$ cat src/core/tmev_pkg.sv
package tmev_pkg;

    // ********************************************************************
    // Register addresses
    // ********************************************************************
    localparam logic [15:0] OFS_PORT1_DIR = 16'hFF21;
    localparam logic [15:0] OFS_PORT3_DIR = 16'hFF23;
    localparam logic [15:0] OFS_MODE = 16'hFF6B;
    localparam logic [15:0] OFS_CMP = 16'hFF6C;
    localparam logic [15:0] OFS_CLKSEL = 16'hFF6D;
    localparam logic [15:0] OFS_COUNT = 16'hFF6E;

    // ********************************************************************
    // Reset values and fixed bits
    // ********************************************************************
    localparam logic [7:0] PORT_DIR_RST = 8'hFF;
    localparam logic [7:0] PORT3_FIXED = 8'hF0;
    localparam logic [7:0] CMP_RST = 8'h00;
    localparam logic [2:0] CLKSEL_RST = 3'h0;
    localparam logic [7:0] COUNT_RST = 8'h00;
    localparam logic [7:0] COUNT_TOP = 8'hFF;
    localparam logic [7:0] READ_NONE = 8'h00;

    // ********************************************************************
    // Field positions
    // ********************************************************************
    localparam int MODE_CE_BIT = 7;
    localparam int MODE_PWM_BIT = 6;
    localparam int MODE_LVS_BIT = 3;
    localparam int MODE_LVR_BIT = 2;
    localparam int MODE_ALV_BIT = 1;
    localparam int MODE_OE_BIT = 0;
    localparam int CLKSEL_W = 3;
    localparam int P1_TMR_BIT = 7;
    localparam int P3_TMR_BIT = 3;
    localparam int PRESC_W = 12;

    // ********************************************************************
    // Count clock sources
    // ********************************************************************
    localparam logic [2:0] SEL_EXT_FALL = 3'h0;
    localparam logic [2:0] SEL_EXT_RISE = 3'h1;
    localparam logic [2:0] SEL_DIV1 = 3'h2;
    localparam logic [2:0] SEL_DIV2 = 3'h3;
    localparam logic [2:0] SEL_DIV16 = 3'h4;
    localparam logic [2:0] SEL_DIV64 = 3'h5;
    localparam logic [2:0] SEL_DIV256 = 3'h6;

    typedef enum logic [1:0] {
        TMEV_CLEAR = 2'b01,
        TMEV_PWM = 2'b10
    } tmev_mode_t;

endpackage

$ cat src/core/tmev_clk_src.sv
`timescale 1ns/1ps
module tmev_clk_src (
    input wire logic clk,
    input wire logic rst_n,
    input wire logic run,
    input wire logic [tmev_pkg::CLKSEL_W-1:0] sel,
    input wire logic ext_pin,
    output logic tick
);
    import tmev_pkg::*;

    logic [PRESC_W-1:0] presc_r;
    logic [2:0] sync_r;
    logic lvl_r;
    logic lvl_d_r;

    // ********************************************************************
    // Prescaler and divided tick
    // ********************************************************************
    // The prescaler runs freely, so a start may land up to one count
    // clock early; this keeps the divider shared and cheap.
    function automatic logic div_tick(input logic [PRESC_W-1:0] p,
                                      input logic [CLKSEL_W-1:0] s);
        case (s)
            SEL_DIV1: div_tick = 1'b1;
            SEL_DIV2: div_tick = p[0];
            SEL_DIV16: div_tick = &p[3:0];
            SEL_DIV64: div_tick = &p[5:0];
            SEL_DIV256: div_tick = &p[7:0];
            default: div_tick = &p;
        endcase
    endfunction

    always_ff @(posedge clk) begin
        if (!rst_n) begin
            presc_r <= '0;
        end else begin
            presc_r <= presc_r + 1'b1;
        end
    end

    // ********************************************************************
    // External count input
    // ********************************************************************
    always_ff @(posedge clk) begin
        if (!rst_n) begin
            sync_r <= 3'h0;
            lvl_r <= 1'b0;
            lvl_d_r <= 1'b0;
        end else begin
            sync_r <= {sync_r[1:0], ext_pin};
            if (sync_r[1] == sync_r[2]) begin
                lvl_r <= sync_r[2];
            end
            lvl_d_r <= lvl_r;
        end
    end

    always_comb begin
        tick = 1'b0;
        if (run) begin
            case (sel)
                SEL_EXT_FALL: tick = lvl_d_r & ~lvl_r;
                SEL_EXT_RISE: tick = lvl_r & ~lvl_d_r;
                default: tick = div_tick(presc_r, sel);
            endcase
        end
    end

    chk_ext_rise_tick: assert property (@(posedge clk) disable iff (!rst_n)
        sel == SEL_EXT_RISE && sync_r[2] && sync_r[1] && !lvl_r
        ##1 run && sel == SEL_EXT_RISE |-> tick)
        else $error("Rising edge gave no count tick.");

endmodule

$ cat src/core/tmev_port_dir.sv
`timescale 1ns/1ps
module tmev_port_dir (
    input wire logic clk,
    input wire logic rst_n,
    input wire logic wr_en,
    input wire logic [15:0] addr,
    input wire logic [7:0] wdata,
    output logic [7:0] p1_dir,
    output logic [7:0] p3_dir
);
    import tmev_pkg::*;

    logic [7:0] p1_dir_r;
    logic [3:0] p3_dir_r;

    // ********************************************************************
    // Direction registers
    // ********************************************************************
    always_ff @(posedge clk) begin
        if (!rst_n) begin
            p1_dir_r <= PORT_DIR_RST;
            p3_dir_r <= PORT_DIR_RST[3:0];
        end else if (wr_en && addr == OFS_PORT1_DIR) begin
            p1_dir_r <= wdata;
        end else if (wr_en && addr == OFS_PORT3_DIR) begin
            p3_dir_r <= wdata[3:0];
        end
    end

    assign p1_dir = p1_dir_r;
    assign p3_dir = PORT3_FIXED | {4'h0, p3_dir_r};

    chk_dir_reset: assert property (@(posedge clk) disable iff (!rst_n)
        $rose(rst_n) |-> p1_dir == PORT_DIR_RST && p3_dir == PORT_DIR_RST)
        else $error("Direction registers not all ones after reset.");

endmodule

$ cat src/core/tmev_counter_top.sv
`timescale 1ns/1ps
// How it works
// - Clear mode: match clears counter, raises interrupt.
// - Clock-select bits 0..2 choose count clock.
// - Interval mode repeats match interrupt each period.
// - Enable bit 1 starts, 0 stops counter.
// - Event mode counts chosen external edge.
// - Direction bit 0 output, 1 input; reset FFH.
// - Square mode toggles output flop each match.
// - Square frequency is 1/(2t(N+1)).
// - Level set/reset bits preset output flop.
// - Mode bit 6 selects PWM generation.
// - Mode bit 1 picks PWM active level.
// - Mode bit 0 enables the output.
// - PWM active from overflow until compare match.
// - Stopping in PWM forces inactive level.
// - PWM period 256 clocks, width N.
// - PWM compare takes effect at overflow.
// - Output disabled holds timer output low.
module tmev_counter_top #(
    parameter int PIN_SEL = 0
) (
    input wire logic clk,
    input wire logic rst_n,
    input wire logic [15:0] reg_addr,
    input wire logic reg_wr,
    input wire logic reg_rd,
    input wire logic [7:0] reg_wdata,
    output logic [7:0] reg_rdata,
    input wire logic port_latch,
    input wire logic pin_in,
    output logic pin_out,
    output logic pin_oe,
    output logic timer_output,
    output logic match_interrupt_request
);
    import tmev_pkg::*;

    // ********************************************************************
    // Declarations
    // ********************************************************************
    logic count_enable_r;
    tmev_mode_t mode_r;
    logic active_level_r;
    logic output_enable_r;
    logic [7:0] compare_value_r;
    logic [7:0] cmp_act_r;
    logic [CLKSEL_W-1:0] clksel_r;
    logic [7:0] cnt_r;
    logic [7:0] cnt_nxt;
    logic [7:0] cmp_use;
    logic tick;
    logic match;
    logic ff_r;
    logic pwm_act_r;
    logic tout_r;
    logic irq_r;
    logic [7:0] rdata_r;
    logic [7:0] p1_dir;
    logic [7:0] p3_dir;
    logic dir_bit;
    logic wr_mode;
    logic is_pwm;

    initial begin
        if (PIN_SEL != 0 && PIN_SEL != 1) begin
            $error("PIN_SEL must be 0 or 1.");
        end
    end

    // ********************************************************************
    // Submodules
    // ********************************************************************
    tmev_clk_src u_clk_src (
        .clk(clk),
        .rst_n(rst_n),
        .run(count_enable_r),
        .sel(clksel_r),
        .ext_pin(pin_in),
        .tick(tick)
    );

    tmev_port_dir u_port_dir (
        .clk(clk),
        .rst_n(rst_n),
        .wr_en(reg_wr),
        .addr(reg_addr),
        .wdata(reg_wdata),
        .p1_dir(p1_dir),
        .p3_dir(p3_dir)
    );

    // ********************************************************************
    // Control registers
    // ********************************************************************
    assign wr_mode = reg_wr && reg_addr == OFS_MODE;
    assign is_pwm = mode_r == TMEV_PWM;

    always_ff @(posedge clk) begin
        if (!rst_n) begin
            count_enable_r <= 1'b0;
            mode_r <= TMEV_CLEAR;
            active_level_r <= 1'b0;
            output_enable_r <= 1'b0;
        end else if (wr_mode) begin
            count_enable_r <= reg_wdata[MODE_CE_BIT];
            mode_r <= reg_wdata[MODE_PWM_BIT] ? TMEV_PWM : TMEV_CLEAR;
            active_level_r <= reg_wdata[MODE_ALV_BIT];
            output_enable_r <= reg_wdata[MODE_OE_BIT];
        end
    end

    always_ff @(posedge clk) begin
        if (!rst_n) begin
            compare_value_r <= CMP_RST;
            clksel_r <= CLKSEL_RST;
        end else if (reg_wr && reg_addr == OFS_CMP) begin
            compare_value_r <= reg_wdata;
        end else if (reg_wr && reg_addr == OFS_CLKSEL) begin
            clksel_r <= reg_wdata[CLKSEL_W-1:0];
        end
    end

    // In PWM the written compare waits in a buffer; loading it only at
    // the wrap keeps each period's width whole.
    always_ff @(posedge clk) begin
        if (!rst_n) begin
            cmp_act_r <= CMP_RST;
        end else if (!(is_pwm && count_enable_r)) begin
            cmp_act_r <= compare_value_r;
        end else if (tick && cnt_r == COUNT_TOP) begin
            cmp_act_r <= compare_value_r;
        end
    end

    // ********************************************************************
    // Counter
    // ********************************************************************
    assign cmp_use = is_pwm ? cmp_act_r : compare_value_r;
    assign match = cnt_r == cmp_use;

    always_comb begin
        case (mode_r)
            TMEV_CLEAR: cnt_nxt = match ? COUNT_RST : cnt_r + 8'h01;
            TMEV_PWM: cnt_nxt = cnt_r + 8'h01;
            default: cnt_nxt = COUNT_RST;
        endcase
    end

    always_ff @(posedge clk) begin
        if (!rst_n || !count_enable_r) begin
            cnt_r <= COUNT_RST;
        end else if (tick) begin
            cnt_r <= cnt_nxt;
        end
    end

    always_ff @(posedge clk) begin
        if (!rst_n) begin
            irq_r <= 1'b0;
        end else begin
            irq_r <= count_enable_r && tick && !is_pwm && match;
        end
    end

    assign match_interrupt_request = irq_r;

    // ********************************************************************
    // Output flop and PWM level
    // ********************************************************************
    always_ff @(posedge clk) begin
        if (!rst_n) begin
            ff_r <= 1'b0;
        end else if (wr_mode && !reg_wdata[MODE_PWM_BIT]
                     && reg_wdata[MODE_LVS_BIT] != reg_wdata[MODE_LVR_BIT]) begin
            ff_r <= reg_wdata[MODE_LVS_BIT];
        end else if (count_enable_r && tick && !is_pwm && match
                     && active_level_r) begin
            ff_r <= ~ff_r;
        end
    end

    always_ff @(posedge clk) begin
        if (!rst_n || !count_enable_r || !is_pwm) begin
            pwm_act_r <= 1'b0;
        end else if (tick && cnt_nxt == COUNT_RST) begin
            pwm_act_r <= compare_value_r != COUNT_RST;
        end else if (tick && cnt_nxt == cmp_act_r) begin
            pwm_act_r <= 1'b0;
        end
    end

    always_ff @(posedge clk) begin
        if (!rst_n || !output_enable_r) begin
            tout_r <= 1'b0;
        end else if (is_pwm) begin
            tout_r <= pwm_act_r ^ active_level_r;
        end else begin
            tout_r <= ff_r;
        end
    end

    assign timer_output = tout_r;

    // ********************************************************************
    // Shared pin and register read
    // ********************************************************************
    assign dir_bit = PIN_SEL == 0 ? p1_dir[P1_TMR_BIT] : p3_dir[P3_TMR_BIT];
    assign pin_oe = ~dir_bit;
    assign pin_out = pin_oe & (port_latch | tout_r);

    always_ff @(posedge clk) begin
        if (!rst_n) begin
            rdata_r <= READ_NONE;
        end else if (reg_rd) begin
            case (reg_addr)
                OFS_PORT1_DIR: rdata_r <= p1_dir;
                OFS_PORT3_DIR: rdata_r <= p3_dir;
                OFS_MODE: rdata_r <= {count_enable_r, is_pwm, 4'h0,
                                      active_level_r, output_enable_r};
                OFS_CMP: rdata_r <= compare_value_r;
                OFS_CLKSEL: rdata_r <= {5'h00, clksel_r};
                OFS_COUNT: rdata_r <= cnt_r;
                default: rdata_r <= READ_NONE;
            endcase
        end
    end

    assign reg_rdata = rdata_r;

    // ********************************************************************
    // Checks
    // ********************************************************************
    chk_clear_match: assert property (@(posedge clk) disable iff (!rst_n)
        count_enable_r && !is_pwm && tick && match && !wr_mode
        |=> cnt_r == COUNT_RST && irq_r)
        else $error("Match did not clear counter with interrupt.");

    chk_count_step: assert property (@(posedge clk) disable iff (!rst_n)
        count_enable_r && tick && !match && !wr_mode
        |=> cnt_r == 8'($past(cnt_r) + 8'h01))
        else $error("Counter did not step by one.");

    chk_stop_clears: assert property (@(posedge clk) disable iff (!rst_n)
        !count_enable_r |=> cnt_r == COUNT_RST)
        else $error("Stopped counter not at zero.");

    chk_square_toggle: assert property (@(posedge clk) disable iff (!rst_n)
        count_enable_r && !is_pwm && active_level_r && tick && match
        && !wr_mode |=> ff_r != $past(ff_r))
        else $error("Output flop missed a toggle.");

    chk_out_disable: assert property (@(posedge clk) disable iff (!rst_n)
        !output_enable_r |=> !timer_output)
        else $error("Disabled output not low.");

    chk_pwm_stopped: assert property (@(posedge clk) disable iff (!rst_n)
        is_pwm && !count_enable_r && output_enable_r && !wr_mode
        ##1 !wr_mode |=> timer_output == active_level_r)
        else $error("Stopped PWM output not inactive.");

    chk_pwm_buffer: assert property (@(posedge clk) disable iff (!rst_n)
        is_pwm && count_enable_r && !(tick && cnt_r == COUNT_TOP)
        |=> cmp_act_r == $past(cmp_act_r))
        else $error("PWM compare changed away from overflow.");

    chk_pwm_wrap: assert property (@(posedge clk) disable iff (!rst_n)
        is_pwm && count_enable_r && tick && cnt_r == COUNT_TOP && !wr_mode
        |=> cnt_r == COUNT_RST
        && pwm_act_r == (cmp_act_r != COUNT_RST))
        else $error("PWM wrap or active start wrong.");

endmodule

$ cat config.mk
export PLATFORM = sky130hd
export DESIGN_NAME = tmev_counter_top
export DESIGN_NICKNAME = d
export VERILOG_FILES = /design/src/core/tmev_pkg.sv /design/src/core/tmev_clk_src.sv /design/src/core/tmev_port_dir.sv /design/src/core/tmev_counter_top.sv
export SDC_FILE = /design/constraint.sdc
export NUM_CORES = 1
export LEC_CHECK = 0
export BUFFER_PORTS_ARGS = -buffer_cell sky130_fd_sc_hd__buf_2
export CORE_MARGIN = 2
export CORE_UTILIZATION = 34
export DETAILED_ROUTE_END_ITERATION = 10
export PLACE_DENSITY = 0.62
export SLEW_MARGIN = 30
export SYNTH_ARGS = -nofsm -noshare
export SYNTH_HDL_FRONTEND = slang
export SYNTH_HIERARCHICAL = 1
export SYNTH_SLANG_ARGS = --single-unit
export TNS_END_PERCENT = 100
$ cat constraint.sdc
create_clock -name clk -period 3.24 [get_ports clk]
set_input_delay 0.972 -clock clk [delete_from_list [all_inputs] [get_ports clk]]
set_output_delay 0.972 -clock clk [all_outputs]
set_load 0.02 [all_outputs]
==> results of run 1 <==
-- cell usage in the layout (no fill, tap or decap), types with 9 or more instances in the layout --
cell type	n
sky130_fd_sc_hd__nor3_1	14
sky130_fd_sc_hd__a221oi_1	9
sky130_fd_sc_hd__nand3_1	32
sky130_fd_sc_hd__and2_1	15
sky130_fd_sc_hd__clkbuf_16	9
sky130_fd_sc_hd__o21ai_0	16
sky130_fd_sc_hd__o21ai_1	10
sky130_fd_sc_hd__buf_2	41
sky130_fd_sc_hd__nor2_1	38
sky130_fd_sc_hd__nand2_1	34
sky130_fd_sc_hd__dfxtp_1	73
sky130_fd_sc_hd__xnor2_1	18
sky130_fd_sc_hd__nand4_1	9
sky130_fd_sc_hd__inv_1	16
sky130_fd_sc_hd__nand3b_1	11
sky130_fd_sc_hd__mux2i_1	24
sky130_fd_sc_hd__buf_4	11
sky130_fd_sc_hd__a21oi_1	23
-- final timing paths --
| path | from | to | slack, ns |
|---|---|---|---|
| max reg2reg | mode_r[0] | pwm_act_r | 0.26 |
| max | mode_r[0] | pwm_act_r | 0.26 |
| min reg2reg | u_port_dir/p3_dir_r[1] | u_port_dir/p3_dir_r[1] | 0.45 |
| min | u_port_dir/p3_dir_r[1] | u_port_dir/p3_dir_r[1] | 0.45 |
-- area by class of cell --
| type | instances | share of cell area (%) |
|---|---|---|
| clock buffers | 9 | 4.71 |
| clock inverters | 6 | 1.75 |
| inverters | 18 | 1.41 |
| multi-input cells | 369 | 51.7 |
| flip-flops and latches | 73 | 30.5 |
| well taps | 147 | 3.84 |
| repair buffers | 52 | 6.01 |
-- through the flow --
step                cells  cell area, sq um  util [%]  hold slack [ns]
floorplan             489              4140         -            0.412
global placement      659              4470      37.5            0.418
detailed placement    659              4480      37.6            0.434
CTS                   674              4790      40.2            0.447
global route          674              4790      40.2            0.464
finish                674              4790      40.2            0.446
-- cell families (layout without fill, tap and decap cells) --
kind of cell             after synthesis  after routing  share of synthesized area (%)
flip-flops                            73             73                           35.4
adder cells (fa/ha/maj)                4              4                           1.21
buffers and inverters                 47             85                           5.13
other                                  1              4                         0.0909
XOR/XNOR                              26             26                           5.86
multiplexers                          28             28                           6.92
AND/OR/NAND/NOR                      192            192                           26.0
AO/OA/AOI/OAI                        115            115                           19.3
-- per-layer routing --
layer  GRT usage [%]  part of all wire, %
met3            2.22                  5.4
met1            23.9                   47
met4            6.02                  1.2
met5               0                    0
met2            28.1                   46
-- state kept, by name, indices dropped and copies added, names as in the netlist, 2 cells and up --
name / count
reg_rdata: 8
cnt_r: 8
u_port_dir/p1_dir: 8
u_port_dir/p3_dir_r: 4
u_clk_src/presc_r: 12
clksel_r: 3
compare_value_r: 8
cmp_act_r: 8
mode_r: 2
u_clk_src/sync_r: 3
-- report_power, final --
group	switching (mW)	internal [mW]
clock	0.384	0.667
combinational	0.0520	0.0306
sequential	0.00440	0.904
total	0.440	1.60
==> PnR_summary.wiki, run 1 <==
{| class="wikitable"
! Metric !! Value
|-
| Total number of cells along the worst setup path || 9
|-
| Final count of negative-setup-slack endpoints || 0
|-
| Setup TNS || 0 ns
|-
| Number of placement rows || 40
|-
| Clock sink count || 73
|-
| Async set-reset flop share out of synthesis || 0%
|-
| Setup repair after global routing missed its margin || no
|-
| Setup bufs post-CTS || 0
|-
| Count leader, synth || sky130_fd_sc_hd__dfxtp_1
|-
| First-pass GRT wire length || around 18 mm
|-
| Antenna-violating nets left || 0
|-
| Number of synthesized flops with an enable pin || 0
|-
| Number of buffers between clock root and the deepest sink || 2
|-
| Synth top area share || 35.4%
|-
| Net count, final || approximately 560
|-
| Total grt overflow || 0
|-
| Area of the die || 13000 sq um
|-
| Vertical extent of the die || roughly 110 microns
|-
| Detailed-route wire length per cell || 16.3 microns
|-
| Fmax achieved || between 300 and 400 MHz
|-
| Summed instance area of the synthesized netlist || 4120 sq um
|-
| Status || finished clean
|-
| Maximum capacitance violations || 0
|-
| Static leakage || about 1.8 nW
|-
| Clock-pin transition on the worst setup and hold timing paths || about 0.06 ns
|-
| Delay of the slowest cell on the worst path || roughly 0.57 ns
|-
| H-tree levels || 3
|-
| DRT iter0 DRCs || roughly 190
|-
| Type of origin of the critical path || flip-flop
|-
| Via count of the first global-routing pass || between 3000 and 4000
|-
| Pin count of the biggest net entering global routing || 30
|-
| Shortest clock period the worst path allows after layout || 2.98 ns
|-
| Instance count along the most critical hold path || 1
|-
| Worst reg-to-reg path cell count || 9
|-
| Worst IR Drop VDD || 0.260 mV
|-
| Sequential element share of the synthesized area || ~35%
|-
| Data arrival at the endpoint of the critical path || roughly 3.2 ns
|-
| Count of distinct cell types in the synthesized netlist || 73
|-
| Share of layout cells above drive strength 1 || ~17%
|-
| Area of the core || around 12000 sq um
|-
| DR vias || slightly below 4000
|-
| Per-instance average area after synthesis || roughly 8.5 sq um
|-
| Final hold violation count || 0
|-
| Most frequent cells after synthesis || sky130_fd_sc_hd__dfxtp_1 (73), sky130_fd_sc_hd__nor2_1 (38), sky130_fd_sc_hd__nand2_1 (34)
|-
| Class of the tightest hold or removal check || reg -> reg
|-
| Number of port buffers || 41
|-
| Number of hold buffers added after cts || 0
|-
| Detailed Place HPWL || just under 8 mm
|-
| Area Growth Syn to Fin || 16.0%
|-
| Count of instances resized after the clock tree is built || 0
|-
| Starting density of the core || about a third
|-
| Data required time at the worst endpoint || around 3.5 ns
|-
| Combined global-route utilization of all metal layers || around 17%
|-
| Crit path kind || reg -> reg
|-
| Worst-path maximum fanout || 15
|-
| Clock tree from TritonCTS || done
|-
| Overall power after layout || around 2.0 mW
|-
| Cell family contributing the most delay on the critical path || compound AO/OA/AOI/OAI gates
|-
| Slowest CP cell || sky130_fd_sc_hd__ha_1
|-
| Post-place setup slack || 0.301 ns
|-
| Syn. warnings || 6
|-
| Area of the multi-input gates || 2480 sq um
|-
| Number of buffers created by CTS || 9
|-
| Die X-Extent || between 100 and 150 microns
|-
| Top area cells in the synthesized netlist || sky130_fd_sc_hd__dfxtp_1 (35%), sky130_fd_sc_hd__mux2i_1 (5.8%), sky130_fd_sc_hd__nand3_1 (3.9%), sky130_fd_sc_hd__xnor2_1 (3.8%), sky130_fd_sc_hd__nor2_1 (3.5%)
|-
| Ordered cell list for the critical path || inv_1 -> ha_1 -> mux2i_1 -> xnor2_1 -> or4_4 -> o21ai_2 -> a21oi_2 -> o221ai_1 -> a31oi_1
|-
| Antenna Cells || 0
|-
| Sequential Area || 1460 sq um
|-
| Slew Viols, Final || 0
|-
| Detailed-route vias per instance || 5.71
|-
| Period utilisation layout || between 90 and 100%
|-
| Filler Cell Count || between 1000 and 1500
|-
| Power density of the placed cells || 427 nW/um^2
|-
| Transition at the pin with the smallest max-transition slack || a little over 0.9 ns
|-
| Count of mapped cells out of synthesis || around 490
|-
| Crit path buffers/inverters || 1
|-
| Number of search-and-repair iterations in the first detailed-routing pass || 6
|-
| Post-route clock skew || approximately 0.0072 ns
|-
| Kind of end point of the critical path || flip-flop
|-
| Post-synth top area cell || sky130_fd_sc_hd__dfxtp_1
|-
| Dominant register cell in the synthesized netlist || sky130_fd_sc_hd__dfxtp_1
|-
| Routability congestion estimate from global placement || between 0.8 and 0.9
|-
| Initial antenna violation count || 0
|-
| Count of boundary I/O pins || 42
|-
| Clock latency on the worst-skew pair || 0.33 ns
|-
| DRC violation count after routing || 0
|-
| Master cell of the clock root buffer || sky130_fd_sc_hd__clkbuf_16
|-
| Routed wire length || between 10 and 15 mm
|-
| Synth Register Bits || 73
|-
| Worst Setup Slack, final || approximately 0.26 ns
|-
| Max-slew headroom || 38.6%
|}
No activity file was read; power rests on OpenSTA's default activity.
==> run 2: changes to the inputs <==
--- a/config.mk
+++ b/config.mk
@@ -9,6 +9,7 @@
 export CORE_MARGIN = 2
 export CORE_UTILIZATION = 34
 export DETAILED_ROUTE_END_ITERATION = 10
+export MAX_ROUTING_LAYER = met4
 export PLACE_DENSITY = 0.62
 export SLEW_MARGIN = 30
 export SYNTH_ARGS = -nofsm -noshare
==> run 2 against run 1 <==
  * Sequential cell count did not move
  * Critical path type unchanged
  * Global-route usage rose by 0.94 points
  * Critical endpoint unchanged
  * Worst hold slack got worse by 0.014 ns
  * Largest cell class unchanged
  * Utilization barely moved
  * Maximum frequency fell by 0.22%
  * Sequential power barely moved
  * Cell area barely moved
  * Die area did not move
  * Clock skew fell by 0.00054 ns
  * Setup slack got worse by 0.0066 ns
==> PnR_summary.wiki, run 2 (synthesis gave the netlist of run 1 again) <==
{| class="wikitable"
! Metric !! Value
|-
| Count of instances resized after the clock tree is built || 0 (unchanged)
|-
| Vertical extent of the die || 114 microns (unchanged)
|-
| Data arrival at the endpoint of the critical path || 3.20 ns (about the same)
|-
| DRC violation count after routing || 0 (unchanged)
|-
| Initial antenna violation count || 0 (unchanged)
|-
| Slew Viols, Final || 0 (unchanged)
|-
| Post-route clock skew || 0.00662 ns (was 0.00716 ns)
|-
| Maximum capacitance violations || 0 (unchanged)
|-
| Data required time at the worst endpoint || 3.45 ns (was 3.46 ns)
|-
| Detailed-route wire length per cell || 16.5 microns (was 16.3 microns)
|-
| Antenna Cells || 0 (unchanged)
|-
| Transition at the pin with the smallest max-transition slack || 0.936 ns (was 0.920 ns)
|-
| Antenna-violating nets left || 0 (unchanged)
|-
| DRT iter0 DRCs || 178 (was 189)
|-
| Pin count of the biggest net entering global routing || 30 (unchanged)
|-
| DR vias || 3834 (was 3846)
|-
| Highest-count cells in the layout ignoring fill and taps || sky130_fd_sc_hd__dfxtp_1 (73), sky130_fd_sc_hd__buf_2 (41), sky130_fd_sc_hd__nor2_1 (38), sky130_fd_sc_hd__nand2_1 (34), sky130_fd_sc_hd__nand3_1 (32) (unchanged)
|-
| Clock latency on the worst-skew pair || 0.34 ns (was 0.33 ns)
|-
| Register with the most flip-flops || u_clk_src/presc_r (unchanged)
|-
| Number of hold buffers added after cts || 0 (unchanged)
|-
| Setup repair after global routing missed its margin || no (unchanged)
|-
| Routability congestion estimate from global placement || 0.894 (was 0.887)
|-
| Final count of negative-setup-slack endpoints || 0 (unchanged)
|-
| Detailed Place HPWL || 8.03 mm (was 7.91 mm)
|-
| Clock sink count || 73 (unchanged)
|-
| Net switching share of the total power || 25.2% (was 21.6%)
|-
| Detailed-route vias per instance || 5.66 (was 5.71)
|-
| Period utilisation layout || 92.2% (was 92.0%)
|-
| Routed wire length || 11.2 mm (was 11.0 mm)
|-
| Internal cell power || 1.48 mW (was 1.60 mW)
|-
| Commonest non-fill, non-tap cell in the layout || sky130_fd_sc_hd__dfxtp_1 (unchanged)
|-
| Clock tree from TritonCTS || done (unchanged)
|-
| Fmax achieved || 335 MHz (about the same)
|-
| Power density of the placed cells || 412 nW/um^2 (was 427 nW/um^2)
|-
| Worst IR Drop VDD || 0.250 mV (was 0.260 mV)
|-
| Fin area || 4780 sq um (was 4790 sq um)
|-
| Master cell of the clock root buffer || sky130_fd_sc_hd__clkbuf_16 (unchanged)
|-
| Worst hold start || u_clk_src/sync_r[0] (was u_port_dir/p3_dir_r[1])
|-
| Die X-Extent || 114 microns (unchanged)
|-
| Number of port buffers || 41 (unchanged)
|-
| Critical R2R Capture || pwm_act_r (unchanged)
|-
| Starting density of the core || 34.6% (unchanged)
|-
| Combined global-route utilization of all metal layers || 18.3% (was 17.3%)
|-
| Combinational Power Share || 4.2% (was 4.0%)
|-
| Status || finished clean (unchanged)
|-
| Number of buffers created by CTS || 9 (unchanged)
|-
| Filler Cell Count || 1220 (was 1225)
|-
| Area of the die || 13000 sq um (unchanged)
|-
| Worst reg-to-reg path cell count || 9 (unchanged)
|-
| Type of origin of the critical path || flip-flop (unchanged)
|-
| Number of placement rows || 40 (unchanged)
|-
| Sequential fraction of design power || 46.0% (was 44.5%)
|-
| Hold-critical path endpoint || u_clk_src/sync_r[1] (was u_port_dir/p3_dir_r[1])
|-
| Total grt overflow || 0 (unchanged)
|-
| Kind of end point of the critical path || flip-flop (unchanged)
|-
| Share of layout cells above drive strength 1 || 17.0% (was 16.5%)
|-
| Net count, final || 559 (was 557)
|-
| Clock network fraction of total power || 49.8% (was 51.5%)
|-
| Max FFs per register || 12 (unchanged)
|-
| Sw Pwr || 496 uW (was 440 uW)
|-
| Setup bufs post-CTS || 0 (unchanged)
|-
| Final standard cell utilization of the core || 40.2% (about the same)
|-
| Instance count along the most critical hold path || 1 (unchanged)
|-
| Setup TNS || 0 ns (unchanged)
|-
| Number of search-and-repair iterations in the first detailed-routing pass || 5 (was 6)
|-
| Overall power after layout || 1.97 mW (was 2.04 mW)
|-
| Area Growth Syn to Fin || 16.0% (about the same)
|-
| Worst reg2reg path startpoint || mode_r[0] (unchanged)
|-
| Static leakage || 1.77 nW (about the same)
|-
| R2r setup slk || 0.25 ns (was 0.26 ns)
|-
| Clock-pin transition on the worst setup and hold timing paths || 0.07 ns (was 0.06 ns)
|-
| Max-slew headroom || 37.5% (was 38.6%)
|-
| H-tree levels || 3 (unchanged)
|-
| Crit path kind || reg -> reg (unchanged)
|-
| Via count of the first global-routing pass || 3751 (was 3599)
|-
| Class of the tightest hold or removal check || reg -> reg (unchanged)
|-
| Count of boundary I/O pins || 42 (unchanged)
|-
| Final hold violation count || 0 (unchanged)
|-
| First-pass GRT wire length || 18.5 mm (was 18.1 mm)
|-
| Number of buffers between clock root and the deepest sink || 2 (unchanged)
|-
| Shortest clock period the worst path allows after layout || 2.99 ns (was 2.98 ns)
|-
| Area of the core || 11900 sq um (unchanged)
|-
| Worst-path maximum fanout || 15 (unchanged)
|-
| Placement-stage cell area || 4490 sq um (was 4480 sq um)
|}
==> run 2: routing by layer <==
layer	wire (microns)	part of all wire, %	global-route usage, %	up-vias
met3	637	5.7	3.28	8
met1	5180	46	23.6	1845
met5	0	0	-	-
li1	-	-	-	1870
met2	5290	47	29.9	111
met4	83	0.74	4.31	0
==> run 2: worst max-delay path by stage <==
stage / from / endpoint / cells after the start
global placement: mode_r[0] / pwm_act_r / 9
detailed placement: mode_r[0] / pwm_act_r / 9
CTS: mode_r[0] / pwm_act_r / 9
floorplan: reg_addr[7] / compare_value_r[6] / 7
finish: mode_r[0] / pwm_act_r / 9
global route: mode_r[0] / pwm_act_r / 9
==> run 2: power by group through the flow <==
stage               logic (mW)  registers, mW  clock network, mW
floorplan               0.0430          0.928                  0
global placement        0.0792          0.927                  0
detailed placement      0.0816          0.928                  0
CTS                     0.0818          0.907               1.00
global route            0.0906          0.908               1.04
finish                  0.0825          0.907              0.981
==> run 2: cell type report <==
type	count	area (sq um)	share of cell area (%)
well taps	147	184	3.85
flip-flops and latches	73	1460	30.6
inverters	18	67.6	1.41
clock inverters	7	66.3	1.39
clock buffers	9	225	4.71
repair buffers	54	303	6.33
multi-input cells	369	2480	51.8
==> run 2: critical path, stage by stage, from the launching register on <==
cell	delay (ns)
sky130_fd_sc_hd__dfxtp_1	0.33
sky130_fd_sc_hd__inv_1	0.06
sky130_fd_sc_hd__ha_1	0.60
sky130_fd_sc_hd__mux2i_1	0.29
sky130_fd_sc_hd__xnor2_1	0.10
sky130_fd_sc_hd__or4_4	0.56
sky130_fd_sc_hd__o21ai_2	0.35
sky130_fd_sc_hd__a21oi_2	0.22
sky130_fd_sc_hd__o221ai_1	0.23
sky130_fd_sc_hd__a31oi_1	0.12
==> run 2: stage by stage <==
stage          hold slack, ns  setup WS, ns  cells
4_1_cts                 0.432         0.257    677
3_3_place_gp            0.417         0.419    661
6_report                0.432         0.252    677
3_5_place_dp            0.417         0.262    661
5_1_grt                 0.462        0.0799    677
2_1_floorplan           0.412         0.371    489
